<file path="src/logic/sfr_cfg.svh">
// Purpose: Constants of the core special register bank.
// Assumes: Register indices are word indices on the bus.
// Notes: Included by the register bank, the bank monitor and the bench.
`ifndef SFR_CFG_SVH
`define SFR_CFG_SVH
// ----------------------------------------
// Register indices
// ----------------------------------------
`define A_P0 8'h80
`define A_SP 8'h81
`define A_DPL 8'h82
`define A_DPH 8'h83
`define A_POWER_CONTROL 8'h87
`define A_TIMER_CONTROL 8'h88
`define A_TIMER_MODE_SELECT 8'h89
`define A_TL0 8'h8a
`define A_TL1 8'h8b
`define A_TH0 8'h8c
`define A_TH1 8'h8d
`define A_AUXILIARY_CONFIG 8'h8e
`define A_CLOCK_CONFIG 8'h8f
`define A_P1 8'h90
`define A_SERIAL_CONTROL 8'h98
`define A_SERIAL_DATA_BUFFER 8'h99
`define A_P2 8'ha0
`define A_IE 8'ha8
`define A_P3 8'hb0
`define A_IP 8'hb8
`define A_TIMER2_CONTROL 8'hc8
`define A_RCAPL 8'hca
`define A_RCAPH 8'hcb
`define A_TL2 8'hcc
`define A_TH2 8'hcd
`define A_PSW 8'hd0
`define A_ACC 8'he0
`define A_B 8'hf0
// ----------------------------------------
// Fields and reset values
// ----------------------------------------
`define SP_RESET 8'h07
`define BYTE_ZERO 8'h00
`define WORD_ZERO 16'h0000
`define WORD_ONE 16'h0001
`define WORD_FULL 16'hffff
`define BUS_ZERO 32'h0000_0000
`define PSW_CY 7
`define PSW_AC 6
`define PSW_F0 5
`define PSW_RS_HI 4
`define PSW_RS_LO 3
`define PSW_OV 2
`define PSW_RSV 1
`define PSW_PAR 0
`define T2_CAPTURE_BIT 0
`define T2_TRIG_EN_BIT 3
`define TIMER2_PRESENT 1'b1
`define TIMER_COUNT 3
`endif

</file>
<file path="src/logic/sfr_pkg.sv">
// Purpose: Types of the core special register bank.
// Assumes: Eight-bit special registers.
// Notes: Numbers live in sfr_cfg.svh.
`default_nettype none
package sfr_pkg;
    typedef logic [7:0] byte_t;
    typedef logic [15:0] word_t;
endpackage : sfr_pkg
`default_nettype wire

</file>
<file path="src/logic/core_special_register_bank.sv">
// Purpose: Special function register bank of an 8-bit core.
// Assumes: Classic Wishbone slave, 32-bit data, byte data in bits 7:0.
// Notes: Core-side hardware strobes are one-cycle pulses.
//
// Decided for this implementation: the Wishbone interface to the registers.
`include "sfr_cfg.svh"
`timescale 1ns/1ps
`default_nettype none
module core_special_register_bank
    import sfr_pkg::*;
(
    // Clock and reset
    input wire logic clk_i,
    input wire logic rst_i,
    // Wishbone slave
    input wire logic wb_cyc_i,
    input wire logic wb_stb_i,
    input wire logic wb_we_i,
    input wire logic [9:0] wb_adr_i,
    input wire logic [3:0] wb_sel_i,
    input wire logic [31:0] wb_dat_i,
    output logic [31:0] wb_dat_o,
    output logic wb_ack_o,
    // Core stack and flags
    input wire logic stack_push_i,
    input wire logic stack_pop_i,
    input wire logic flags_we_i,
    input wire logic carry_flag_i,
    input wire logic half_carry_flag_i,
    input wire logic twos_complement_range_flag_i,
    input wire logic mul_div_we_i,
    input wire logic [7:0] mul_div_acc_i,
    input wire logic [7:0] mul_div_aux_i,
    input wire logic pointer_inc_i,
    input wire logic pointer_load_i,
    input wire logic [15:0] pointer_value_i,
    // Timers and serial
    input wire logic [2:0] timer_inc_i,
    input wire logic timer2_trigger_input_i,
    input wire logic rx_load_i,
    input wire logic [7:0] rx_data_i,
    // State to the core
    output logic [7:0] program_status_o,
    output logic [4:0] bank_base_o,
    output logic [7:0] stack_pointer_o,
    output logic [7:0] main_operand_o,
    output logic [7:0] multiply_divide_aux_o,
    output logic [15:0] indirect_address_pointer_o,
    // State to peripherals
    output logic [7:0] tx_data_o,
    output logic tx_start_o,
    output logic [31:0] port_latch_o,
    output logic [47:0] timer_count_o,
    output logic [7:0] timer_control_o,
    output logic [7:0] timer_mode_select_o,
    output logic [7:0] serial_control_o,
    output logic [7:0] interrupt_enable_o,
    output logic [7:0] interrupt_priority_o,
    output logic [7:0] power_control_o
);
    // ----------------------------------------
    // Bus decode
    // ----------------------------------------
    logic ack_reg;
    logic req;
    logic wr;
    logic [7:0] idx;
    byte_t wdat;
    byte_t rdat;
    assign req = wb_cyc_i & wb_stb_i & ~ack_reg;
    assign wr = req & wb_we_i & wb_sel_i[0];
    assign idx = wb_adr_i[9:2];
    assign wdat = wb_dat_i[7:0];

    function automatic logic hit(input logic [7:0] a, input logic [7:0] r);
        hit = (a == r);
    endfunction : hit

    function automatic logic [7:0] lo_addr(input int t);
        case (t)
            0: lo_addr = `A_TL0;
            1: lo_addr = `A_TL1;
            default: lo_addr = `A_TL2;
        endcase
    endfunction : lo_addr

    function automatic logic [7:0] hi_addr(input int t);
        case (t)
            0: hi_addr = `A_TH0;
            1: hi_addr = `A_TH1;
            default: hi_addr = `A_TH2;
        endcase
    endfunction : hi_addr

    // ----------------------------------------
    // Plain control and port latches
    // ----------------------------------------
    byte_t port_reg [4];
    byte_t power_control_reg, timer_control_reg, timer_mode_select_reg, auxiliary_config_reg, clock_config_reg;
    byte_t serial_control_reg, ie_reg, ip_reg, timer2_control_reg;
    logic t2_ok;
    assign t2_ok = `TIMER2_PRESENT;

    always_ff @(posedge clk_i) begin
        if (rst_i) begin
            for (int p = 0; p < 4; p++) begin
                port_reg[p] <= `BYTE_ZERO;
            end
        end else if (wr) begin
            if (hit(idx, `A_P0)) port_reg[0] <= wdat;
            if (hit(idx, `A_P1)) port_reg[1] <= wdat;
            if (hit(idx, `A_P2)) port_reg[2] <= wdat;
            if (hit(idx, `A_P3)) port_reg[3] <= wdat;
        end
    end

    always_ff @(posedge clk_i) begin
        if (rst_i) begin
            power_control_reg <= `BYTE_ZERO;
            timer_control_reg <= `BYTE_ZERO;
            timer_mode_select_reg <= `BYTE_ZERO;
            auxiliary_config_reg <= `BYTE_ZERO;
            clock_config_reg <= `BYTE_ZERO;
            serial_control_reg <= `BYTE_ZERO;
            ie_reg <= `BYTE_ZERO;
            ip_reg <= `BYTE_ZERO;
            timer2_control_reg <= `BYTE_ZERO;
        end else if (wr) begin
            if (hit(idx, `A_POWER_CONTROL)) power_control_reg <= wdat;
            if (hit(idx, `A_TIMER_CONTROL)) timer_control_reg <= wdat;
            if (hit(idx, `A_TIMER_MODE_SELECT)) timer_mode_select_reg <= wdat;
            if (hit(idx, `A_AUXILIARY_CONFIG)) auxiliary_config_reg <= wdat;
            if (hit(idx, `A_CLOCK_CONFIG)) clock_config_reg <= wdat;
            if (hit(idx, `A_SERIAL_CONTROL)) serial_control_reg <= wdat;
            if (hit(idx, `A_IE)) ie_reg <= wdat;
            if (hit(idx, `A_IP)) ip_reg <= wdat;
            if (hit(idx, `A_TIMER2_CONTROL) && t2_ok) timer2_control_reg <= wdat;
        end
    end

    // ----------------------------------------
    // Accumulator, auxiliary byte, status word
    // ----------------------------------------
    byte_t acc_reg, b_reg, psw_reg, psw_next;

    always_ff @(posedge clk_i) begin
        if (rst_i) begin
            acc_reg <= `BYTE_ZERO;
            b_reg <= `BYTE_ZERO;
        end else begin
            // A bus write wins over a result landing in the same cycle.
            if (wr && hit(idx, `A_ACC)) acc_reg <= wdat;
            else if (mul_div_we_i) acc_reg <= mul_div_acc_i;
            if (wr && hit(idx, `A_B)) b_reg <= wdat;
            else if (mul_div_we_i) b_reg <= mul_div_aux_i;
        end
    end

    always_comb begin
        psw_next = psw_reg;
        if (flags_we_i) begin
            psw_next[`PSW_CY] = carry_flag_i;
            psw_next[`PSW_AC] = half_carry_flag_i;
            psw_next[`PSW_OV] = twos_complement_range_flag_i;
        end
        if (wr && hit(idx, `A_PSW)) begin
            psw_next = wdat;
        end
        psw_next[`PSW_RSV] = 1'b0;
        // Parity follows the accumulator one clock behind its update.
        psw_next[`PSW_PAR] = ^acc_reg;
    end

    always_ff @(posedge clk_i) begin
        if (rst_i) begin
            psw_reg <= `BYTE_ZERO;
            bank_base_o <= 5'h00;
        end else begin
            psw_reg <= psw_next;
            bank_base_o <= {psw_next[`PSW_RS_HI:`PSW_RS_LO], 3'h0};
        end
    end

    // ----------------------------------------
    // Stack and data pointers
    // ----------------------------------------
    byte_t sp_reg;
    word_t indirect_address_pointer_reg;

    always_ff @(posedge clk_i) begin
        if (rst_i) begin
            sp_reg <= `SP_RESET;
        end else if (wr && hit(idx, `A_SP)) begin
            sp_reg <= wdat;
        end else if (stack_push_i) begin
            // The core stores at the new value, so the first push lands one above.
            sp_reg <= sp_reg + 8'h01;
        end else if (stack_pop_i) begin
            sp_reg <= sp_reg - 8'h01;
        end
    end

    always_ff @(posedge clk_i) begin
        if (rst_i) begin
            indirect_address_pointer_reg <= `WORD_ZERO;
        end else if (wr && hit(idx, `A_DPL)) begin
            indirect_address_pointer_reg[7:0] <= wdat;
        end else if (wr && hit(idx, `A_DPH)) begin
            indirect_address_pointer_reg[15:8] <= wdat;
        end else if (pointer_load_i) begin
            indirect_address_pointer_reg <= pointer_value_i;
        end else if (pointer_inc_i) begin
            indirect_address_pointer_reg <= indirect_address_pointer_reg + `WORD_ONE;
        end
    end

    // ----------------------------------------
    // Serial buffer split
    // ----------------------------------------
    byte_t tx_reg, rx_reg;

    always_ff @(posedge clk_i) begin
        if (rst_i) begin
            tx_reg <= `BYTE_ZERO;
            tx_start_o <= 1'b0;
        end else begin
            tx_start_o <= wr && hit(idx, `A_SERIAL_DATA_BUFFER);
            if (wr && hit(idx, `A_SERIAL_DATA_BUFFER)) tx_reg <= wdat;
        end
    end

    always_ff @(posedge clk_i) begin
        if (rst_i) begin
            rx_reg <= `BYTE_ZERO;
        end else if (rx_load_i) begin
            rx_reg <= rx_data_i;
        end
    end

    // ----------------------------------------
    // Timer count pairs and timer-2 capture
    // ----------------------------------------
    word_t cnt_reg [`TIMER_COUNT];
    word_t cap_reg;
    logic trig_prev_reg;
    logic trig_fall;
    logic t2_capture;
    logic t2_ovf;
    assign trig_fall = trig_prev_reg & ~timer2_trigger_input_i;
    assign t2_capture = t2_ok & timer2_control_reg[`T2_CAPTURE_BIT];
    assign t2_ovf = timer_inc_i[2] && (cnt_reg[2] == `WORD_FULL);

    always_ff @(posedge clk_i) begin
        if (rst_i) begin
            trig_prev_reg <= 1'b0;
        end else begin
            trig_prev_reg <= timer2_trigger_input_i;
        end
    end

    genvar t;
    generate
        for (t = 0; t < `TIMER_COUNT; t++) begin : g_timer
            logic sw_lo, sw_hi, reload;
            assign sw_lo = wr && hit(idx, lo_addr(t)) && (t < 2 || t2_ok);
            assign sw_hi = wr && hit(idx, hi_addr(t)) && (t < 2 || t2_ok);
            if (t == 2) begin : g_reload
                // Outside capture mode, reload on overflow, or on trigger when it is enabled.
                assign reload = ~t2_capture && (t2_ovf ||
                    (trig_fall && timer2_control_reg[`T2_TRIG_EN_BIT]));
            end else begin : g_noreload
                assign reload = 1'b0;
            end
            always_ff @(posedge clk_i) begin
                if (rst_i) begin
                    cnt_reg[t] <= `WORD_ZERO;
                end else if (sw_lo) begin
                    cnt_reg[t][7:0] <= wdat;
                end else if (sw_hi) begin
                    cnt_reg[t][15:8] <= wdat;
                end else if (reload) begin
                    cnt_reg[t] <= cap_reg;
                end else if (timer_inc_i[t]) begin
                    cnt_reg[t] <= cnt_reg[t] + `WORD_ONE;
                end
            end
            assign timer_count_o[t*16 +: 16] = cnt_reg[t];
        end
    endgenerate

    always_ff @(posedge clk_i) begin
        if (rst_i) begin
            cap_reg <= `WORD_ZERO;
        end else if (wr && t2_ok && hit(idx, `A_RCAPL)) begin
            cap_reg[7:0] <= wdat;
        end else if (wr && t2_ok && hit(idx, `A_RCAPH)) begin
            cap_reg[15:8] <= wdat;
        end else if (t2_capture && trig_fall && timer2_control_reg[`T2_TRIG_EN_BIT]) begin
            cap_reg <= cnt_reg[2];
        end
    end

    // ----------------------------------------
    // Read mux and acknowledge
    // ----------------------------------------
    always_comb begin
        // Unoccupied indices read zero, a defined choice among any value.
        rdat = `BYTE_ZERO;
        unique case (idx)
            `A_P0: rdat = port_reg[0];
            `A_P1: rdat = port_reg[1];
            `A_P2: rdat = port_reg[2];
            `A_P3: rdat = port_reg[3];
            `A_SP: rdat = sp_reg;
            `A_DPL: rdat = indirect_address_pointer_reg[7:0];
            `A_DPH: rdat = indirect_address_pointer_reg[15:8];
            `A_POWER_CONTROL: rdat = power_control_reg;
            `A_TIMER_CONTROL: rdat = timer_control_reg;
            `A_TIMER_MODE_SELECT: rdat = timer_mode_select_reg;
            `A_TL0: rdat = cnt_reg[0][7:0];
            `A_TL1: rdat = cnt_reg[1][7:0];
            `A_TH0: rdat = cnt_reg[0][15:8];
            `A_TH1: rdat = cnt_reg[1][15:8];
            `A_AUXILIARY_CONFIG: rdat = auxiliary_config_reg;
            `A_CLOCK_CONFIG: rdat = clock_config_reg;
            `A_SERIAL_CONTROL: rdat = serial_control_reg;
            `A_SERIAL_DATA_BUFFER: rdat = rx_reg;
            `A_IE: rdat = ie_reg;
            `A_IP: rdat = ip_reg;
            `A_TIMER2_CONTROL: rdat = timer2_control_reg;
            `A_RCAPL: rdat = t2_ok ? cap_reg[7:0] : `BYTE_ZERO;
            `A_RCAPH: rdat = t2_ok ? cap_reg[15:8] : `BYTE_ZERO;
            `A_TL2: rdat = t2_ok ? cnt_reg[2][7:0] : `BYTE_ZERO;
            `A_TH2: rdat = t2_ok ? cnt_reg[2][15:8] : `BYTE_ZERO;
            `A_PSW: rdat = psw_reg;
            `A_ACC: rdat = acc_reg;
            `A_B: rdat = b_reg;
            default: rdat = `BYTE_ZERO;
        endcase
    end

    always_ff @(posedge clk_i) begin
        if (rst_i) begin
            ack_reg <= 1'b0;
            wb_dat_o <= `BUS_ZERO;
        end else begin
            ack_reg <= req;
            if (req) wb_dat_o <= {24'h00_0000, rdat};
        end
    end

    // ----------------------------------------
    // Registered outputs
    // ----------------------------------------
    assign wb_ack_o = ack_reg;
    assign program_status_o = psw_reg;
    assign stack_pointer_o = sp_reg;
    assign main_operand_o = acc_reg;
    assign multiply_divide_aux_o = b_reg;
    assign indirect_address_pointer_o = indirect_address_pointer_reg;
    assign tx_data_o = tx_reg;
    assign port_latch_o = {port_reg[3], port_reg[2], port_reg[1], port_reg[0]};
    assign timer_control_o = timer_control_reg;
    assign timer_mode_select_o = timer_mode_select_reg;
    assign serial_control_o = serial_control_reg;
    assign interrupt_enable_o = ie_reg;
    assign interrupt_priority_o = ip_reg;
    assign power_control_o = power_control_reg;
endmodule : core_special_register_bank
`default_nettype wire

</file>
<file path="config.mk">
export PLATFORM = sky130hd
export DESIGN_NAME = core_special_register_bank
export DESIGN_NICKNAME = d
export VERILOG_FILES = /design/src/logic/sfr_pkg.sv /design/src/logic/core_special_register_bank.sv
export VERILOG_INCLUDE_DIRS = /design/src /design/src/logic
export SDC_FILE = /design/constraint.sdc
export NUM_CORES = 1
export LEC_CHECK = 0
export BUFFER_PORTS_ARGS = -buffer_cell sky130_fd_sc_hd__buf_2
export CAP_MARGIN = 20
export CORE_AREA = 2 2 190 192
export CTS_CLUSTER_DIAMETER = 200
export DETAILED_ROUTE_END_ITERATION = 10
export DIE_AREA = 0 0 192 194
export GPL_ROUTABILITY_DRIVEN = 0
export GPL_TIMING_DRIVEN = 1
export PLACE_DENSITY = 0.67
export SKIP_CTS_REPAIR_TIMING = 1
export SLEW_MARGIN = 20
export SYNTH_ARGS = -nofsm -noshare
export SYNTH_HDL_FRONTEND = slang
export SYNTH_SLANG_ARGS = --single-unit
</file>
<file path="constraint.sdc">
create_clock -name clk_i -period 8 [get_ports clk_i]
set_clock_uncertainty 0.2 [all_clocks]
set_input_delay 0.8 -clock clk_i [delete_from_list [all_inputs] [get_ports clk_i]]
set_output_delay 0.8 -clock clk_i [all_outputs]
set_load 0.05 [all_outputs]
</file>
## Word-level counts from Yosys, hierarchy flattened

Memory sizes are Yosys's and may differ from the RTL's.
Index checks and enable logic that the tools add are counted.

- Flip-flop bits (word level): 168
- Memory bits (writable): 80
- Bits of input ports: 105
- Output and inout bits: 223
- Logic and storage cells: 236
- Memories kept: 2

Memories:

| memory | words | width | rd ports | clocked after memory_dff | write ports | RTL line | text |
|---|---|---|---|---|---|---|---|
| cnt_reg | 3 | 16 | 3 | 0 | 3 | core_special_register_bank.sv:243 | `` word_t cnt_reg [`TIMER_COUNT]; `` |
| port_reg | 4 | 8 | 4 | 0 | 4 | core_special_register_bank.sv:98 | `byte_t port_reg [4];` |

- Add/subtract/negate cells: 6
- Equal/unequal tests: 31
- Mux-type cells: 98
- Bitwise gates (word level): 28
- Reduce and logical (&&, ||, !) cells: 43

Operator list:

| kind | count |
|---|---|
| $mux W8 | 32 |
| $eq A8 B8 Y1 const B | 28 |
| $pmux W8 S28 | 1 |
| $add A16 B1 Y16 const B | 4 |
| $mux W1 | 61 |
| $mux W16 | 3 |
| $reduce_and A2 Y1 | 13 |
| $logic_and A1 B1 Y1 | 20 |
| $or A1 B1 Y1 | 18 |
| $eq A16 B16 Y1 const B | 1 |
| $reduce_bool A2 Y1 | 5 |
| $reduce_bool A3 Y1 | 3 |
| $add A8 B1 Y8 const B | 1 |
| $reduce_xor A8 Y1 | 1 |
| $sub A8 B1 Y8 const B | 1 |
| $and A1 B1 Y1 | 5 |
| $not A1 Y1 | 5 |
| $ne A2 B2 Y1 const B | 2 |
| $mux W2 | 1 |
| $logic_or A1 B1 Y1 | 1 |

## Logic depth before layout (Yosys ltp)

- Depth after elaboration: 12
- Mapped depth: 11
- Depth with buffers taken out: 8

## Worst setup path after synthesis

No wires, ideal clock.

- Kind: in2reg
- From: in wb_adr_i[6]
- To: mem cnt_reg[0][10] (netlist bit) (enable)
- Setup time: 336 ps
- Arrival: 2682 ps
- Required time: 7464 ps
- Slack: 4782 ps
- Cell stages on the path: 9
- Path buffers: 3
- Cell sequence: buf_6 > or4b_1 > buf_2 > nor2_2 > nand2_1 > a21o_1 > nand3_1 > clkbuf_1 > o211ai_1

RTL lines:

| item | RTL line | text |
|---|---|---|
| start: declaration | core_special_register_bank.sv:19 | `input wire logic [9:0] wb_adr_i,` |
| end: declaration | core_special_register_bank.sv:243 |  |

==> flow_metrics.tcl <==
set metrics [dict create \
    ys_async_sr_fraction 0 \
    seq_area_frac_synth 0.407 \
    synth_edf_count 80 \
    syn-cell-area_um2 13900 \
    hold_path_class "flip-flop to flip-flop" \
    via_per_inst 6.14 \
    path_cells "buf_2 -> or4b_1 -> nor2_2 -> nand2_1 -> a21o_1 -> nand3_1 -> o211ai_1" \
    power_density_nw_per_um2 206 \
    grt_pass1_vias 12800 \
    cellLeakagePower_nw 6.60 \
    avgSynthCellArea_um2 8.79 \
    die_y_um 194 \
    cts-root-buf "clkbuf_16" \
    vias 13800 \
    final_util 0.461 \
    postRouteAntennaNets 0 \
    fmax_mhz 248 \
    fin_ws_ns 3.96 \
    relSlewSlack 0.274 \
    clock_path_buffers 3 \
    path_buf_inv 1 \
    synth_seq_cells 242 \
    drv_cap 0 \
    dp_slack_ns 3.51 \
    antenna_found_initial 1 \
    rsz0062_at_grt "false" \
    arrival_ns 4.02 \
    dieArea_um2 37200 \
    htree_num_levels 1 \
    core_um2 35200 \
    synthCells 1577 \
    synth_fa_ha_area_frac 0.0105 \
    synth_ff_type "dfxtp_1" \
    cpPeakStageDelay_ns 0.97 \
    cts_inserted_buffers 27 \
    synth_top_family_by_area "simple AND/OR/NAND/NOR gates" \
    track_usage 0.290 \
    grt-ovfl-total 0 \
    largest_reg_flops 48 \
    crit_slowest_cell "or4b_1" \
    finalCriticalPeriod_ns 4.04 \
    worstHoldPathCells 2 \
    nNetsFinal 1882 \
    synth_compound_area_frac 0.171 \
    wire_per_inst_um 25.0 \
    tightestPinTransition_ns 1.06 \
    drtIter0Drc 1723 \
    io_pins 328 \
    synth_cell_type_count 83 \
    drt_first_pass_iters 7 \
    place.detailed.hpwl_um 39500 \
    hold_viol_final 0 \
    cp.depth 7 \
    ys_warn_count 0 \
    start_kind "input pin" \
    synth-xor-area-share 0.0423 \
    area_delta_synth_final_pct 17.1 \
    status "completed" \
    layout-drive-gt1-share 0.208 \
    clk-insertion-delay-late_ns 0.56 \
    vdd_drop_max_uv 144 \
    holdWs_ns 0.249 \
    grt_pass1_wl_um 81800 \
    core.rowCount 69 \
    portBuffers 270 \
    worstPathMaxFanout 29 \
    crit_required_ns 7.98 \
    routed_wl_um 56200 \
    finalSetupViolations 0 \
    drt_drc_violations_left 0 \
    clkTransAtPathRegs_ns 0.06 \
    cts_tree "built" \
    cts_sinks 242 \
    cp_top_family "simple AND/OR/NAND/NOR gates" \
    initial_core_util 0.393 \
    r2r_cells 7 \
    final-max-slew-violation-count 0 \
    synthSimpleGateAreaFrac 0.212 \
    fp.dieW_um 192 \
    grt_max_degree 66 \
    synthMuxAreaShare 0.0984 \
    crit_type "input pin to flip-flop" \
    setup-tns-final_ns 0 \
    cp-end-kind "flip-flop" \
    final_min_period_over_clock_period 0.504 \
]
-- worst paths after layout --
check / start / end / slack, ns
worst max-delay path: wb_adr_i[7] / cnt_reg[0][8]$_DFFE_PP_ / 3.96
worst max register to register: wb_ack_o$_SDFF_PP0_ / cnt_reg[2][1]$_SDFFCE_PN0P_ / 4.24
worst min register to register: wb_dat_o[1]$_SDFFE_PP0N_ / wb_dat_o[1]$_SDFFE_PP0N_ / 0.25
worst min-delay path: wb_dat_o[1]$_SDFFE_PP0N_ / wb_dat_o[1]$_SDFFE_PP0N_ / 0.25
-- placed cells by master, fill, tap and decap left out, types with 21 or more instances in the layout --
cell       Yosys  layout
xor2_1        34      34
a22oi_1       34      34
nand4_1       35      35
a21oi_1       69      69
nand2_1      169     169
clkbuf_16      0      28
buf_2         22     269
edfxtp_1      80      80
dfxtp_1      162     162
a211oi_1      47      47
o21ai_0       72      72
mux2i_1      116     116
nor2_1       168     168
nand3_1       86      86
and3_1        21      21
nor3_1        23      23
and2_1        43      43
conb_1         1      28
xnor2_1       33      33
-- stage by stage --
| stage | cell area [um2] | cells | total power [mW] |
|---|---|---|---|
| 5_1_grt | 16200 | 2248 | 3.42 |
| 3_3_place_gp | 15300 | 2198 | 2.01 |
| 4_1_cts | 16200 | 2247 | 3.32 |
| 3_5_place_dp | 15300 | 2198 | 2.02 |
| 2_1_floorplan | 14000 | 1604 | 1.84 |
| 6_report | 16200 | 2248 | 3.33 |
-- synth_stat cells, types with 6 or more instances --
| cell type | count | area [um2] |
|---|---|---|
| a2111oi_0 | 9 | 78.8 |
| a22o_1 | 12 | 105 |
| o22ai_1 | 10 | 62.6 |
| and2_1 | 43 | 269 |
| inv_1 | 13 | 48.8 |
| mux2_2 | 14 | 158 |
| buf_2 | 22 | 110 |
| xnor2_1 | 33 | 289 |
| nor4_1 | 7 | 43.8 |
| buf_1 | 6 | 22.5 |
| mux2i_1 | 116 | 1160 |
| a22oi_1 | 34 | 255 |
| o211ai_1 | 8 | 60.1 |
| edfxtp_1 | 80 | 2400 |
| nor3_1 | 23 | 115 |
| nor2b_1 | 14 | 87.6 |
| clkbuf_1 | 91 | 342 |
| nand2_1 | 169 | 634 |
| nand3_1 | 86 | 430 |
| a211oi_1 | 47 | 353 |
| nor2_1 | 168 | 631 |
| ha_1 | 10 | 125 |
| xor2_1 | 34 | 298 |
| o21ai_0 | 72 | 360 |
| buf_4 | 33 | 248 |
| a221oi_1 | 12 | 105 |
| a32oi_1 | 6 | 52.6 |
| a21oi_1 | 69 | 345 |
| a222oi_1 | 9 | 90.1 |
| and3_1 | 21 | 131 |
| a21o_1 | 7 | 52.6 |
| nand2b_1 | 6 | 37.5 |
| nand4_1 | 35 | 219 |
| a31oi_1 | 6 | 37.5 |
| dfxtp_1 | 162 | 3240 |
-- per-layer routing --
layer  vias up  GRT usage  share of wire
li1       6085          -              -
met4         0      0.141          0.055
met3       198     0.0677           0.13
met2      1032      0.423           0.42
met1      6494      0.401           0.40
met5         -    0.00663              0
-- worst min-delay path, stage by stage, from the launching register on --
cell,delay (ns)
dfxtp_1,0.31
nand2_1,0.05
o21ai_1,0.05
-- report_power, final --
part | total (mW) | leakage, nW | internal (mW) | switching (mW)
sequential | 1.42 | 2.16 | 1.32 | 0.0932
clock | 1.33 | 0.452 | 0.789 | 0.540
combinational | 0.590 | 3.99 | 0.156 | 0.434
total | 3.33 | 6.60 | 2.27 | 1.07
-- logic make-up after synthesis --
family                     after synthesis
other                                    1
muxes                                  132
and+or+nand+nor                        609
buffers and inverters                  169
xor gates and xnor gates                67
adders and majority gates               11
AOI/OAI and AO/OA                      346
DFF                                    242
-- layout make-up --
type	count	area (um2)
Clock buffer	33	739
Inverter	14	52.6
Multi-Input combinational cell	1193	7520
Tap cell	461	577
Clock inverter	16	201
Timing Repair Buffer	288	1490
Fill cell	3464	19000
Antenna cell	1	2.50
Sequential cell	242	5650
(Power assumes the default switching activity.)
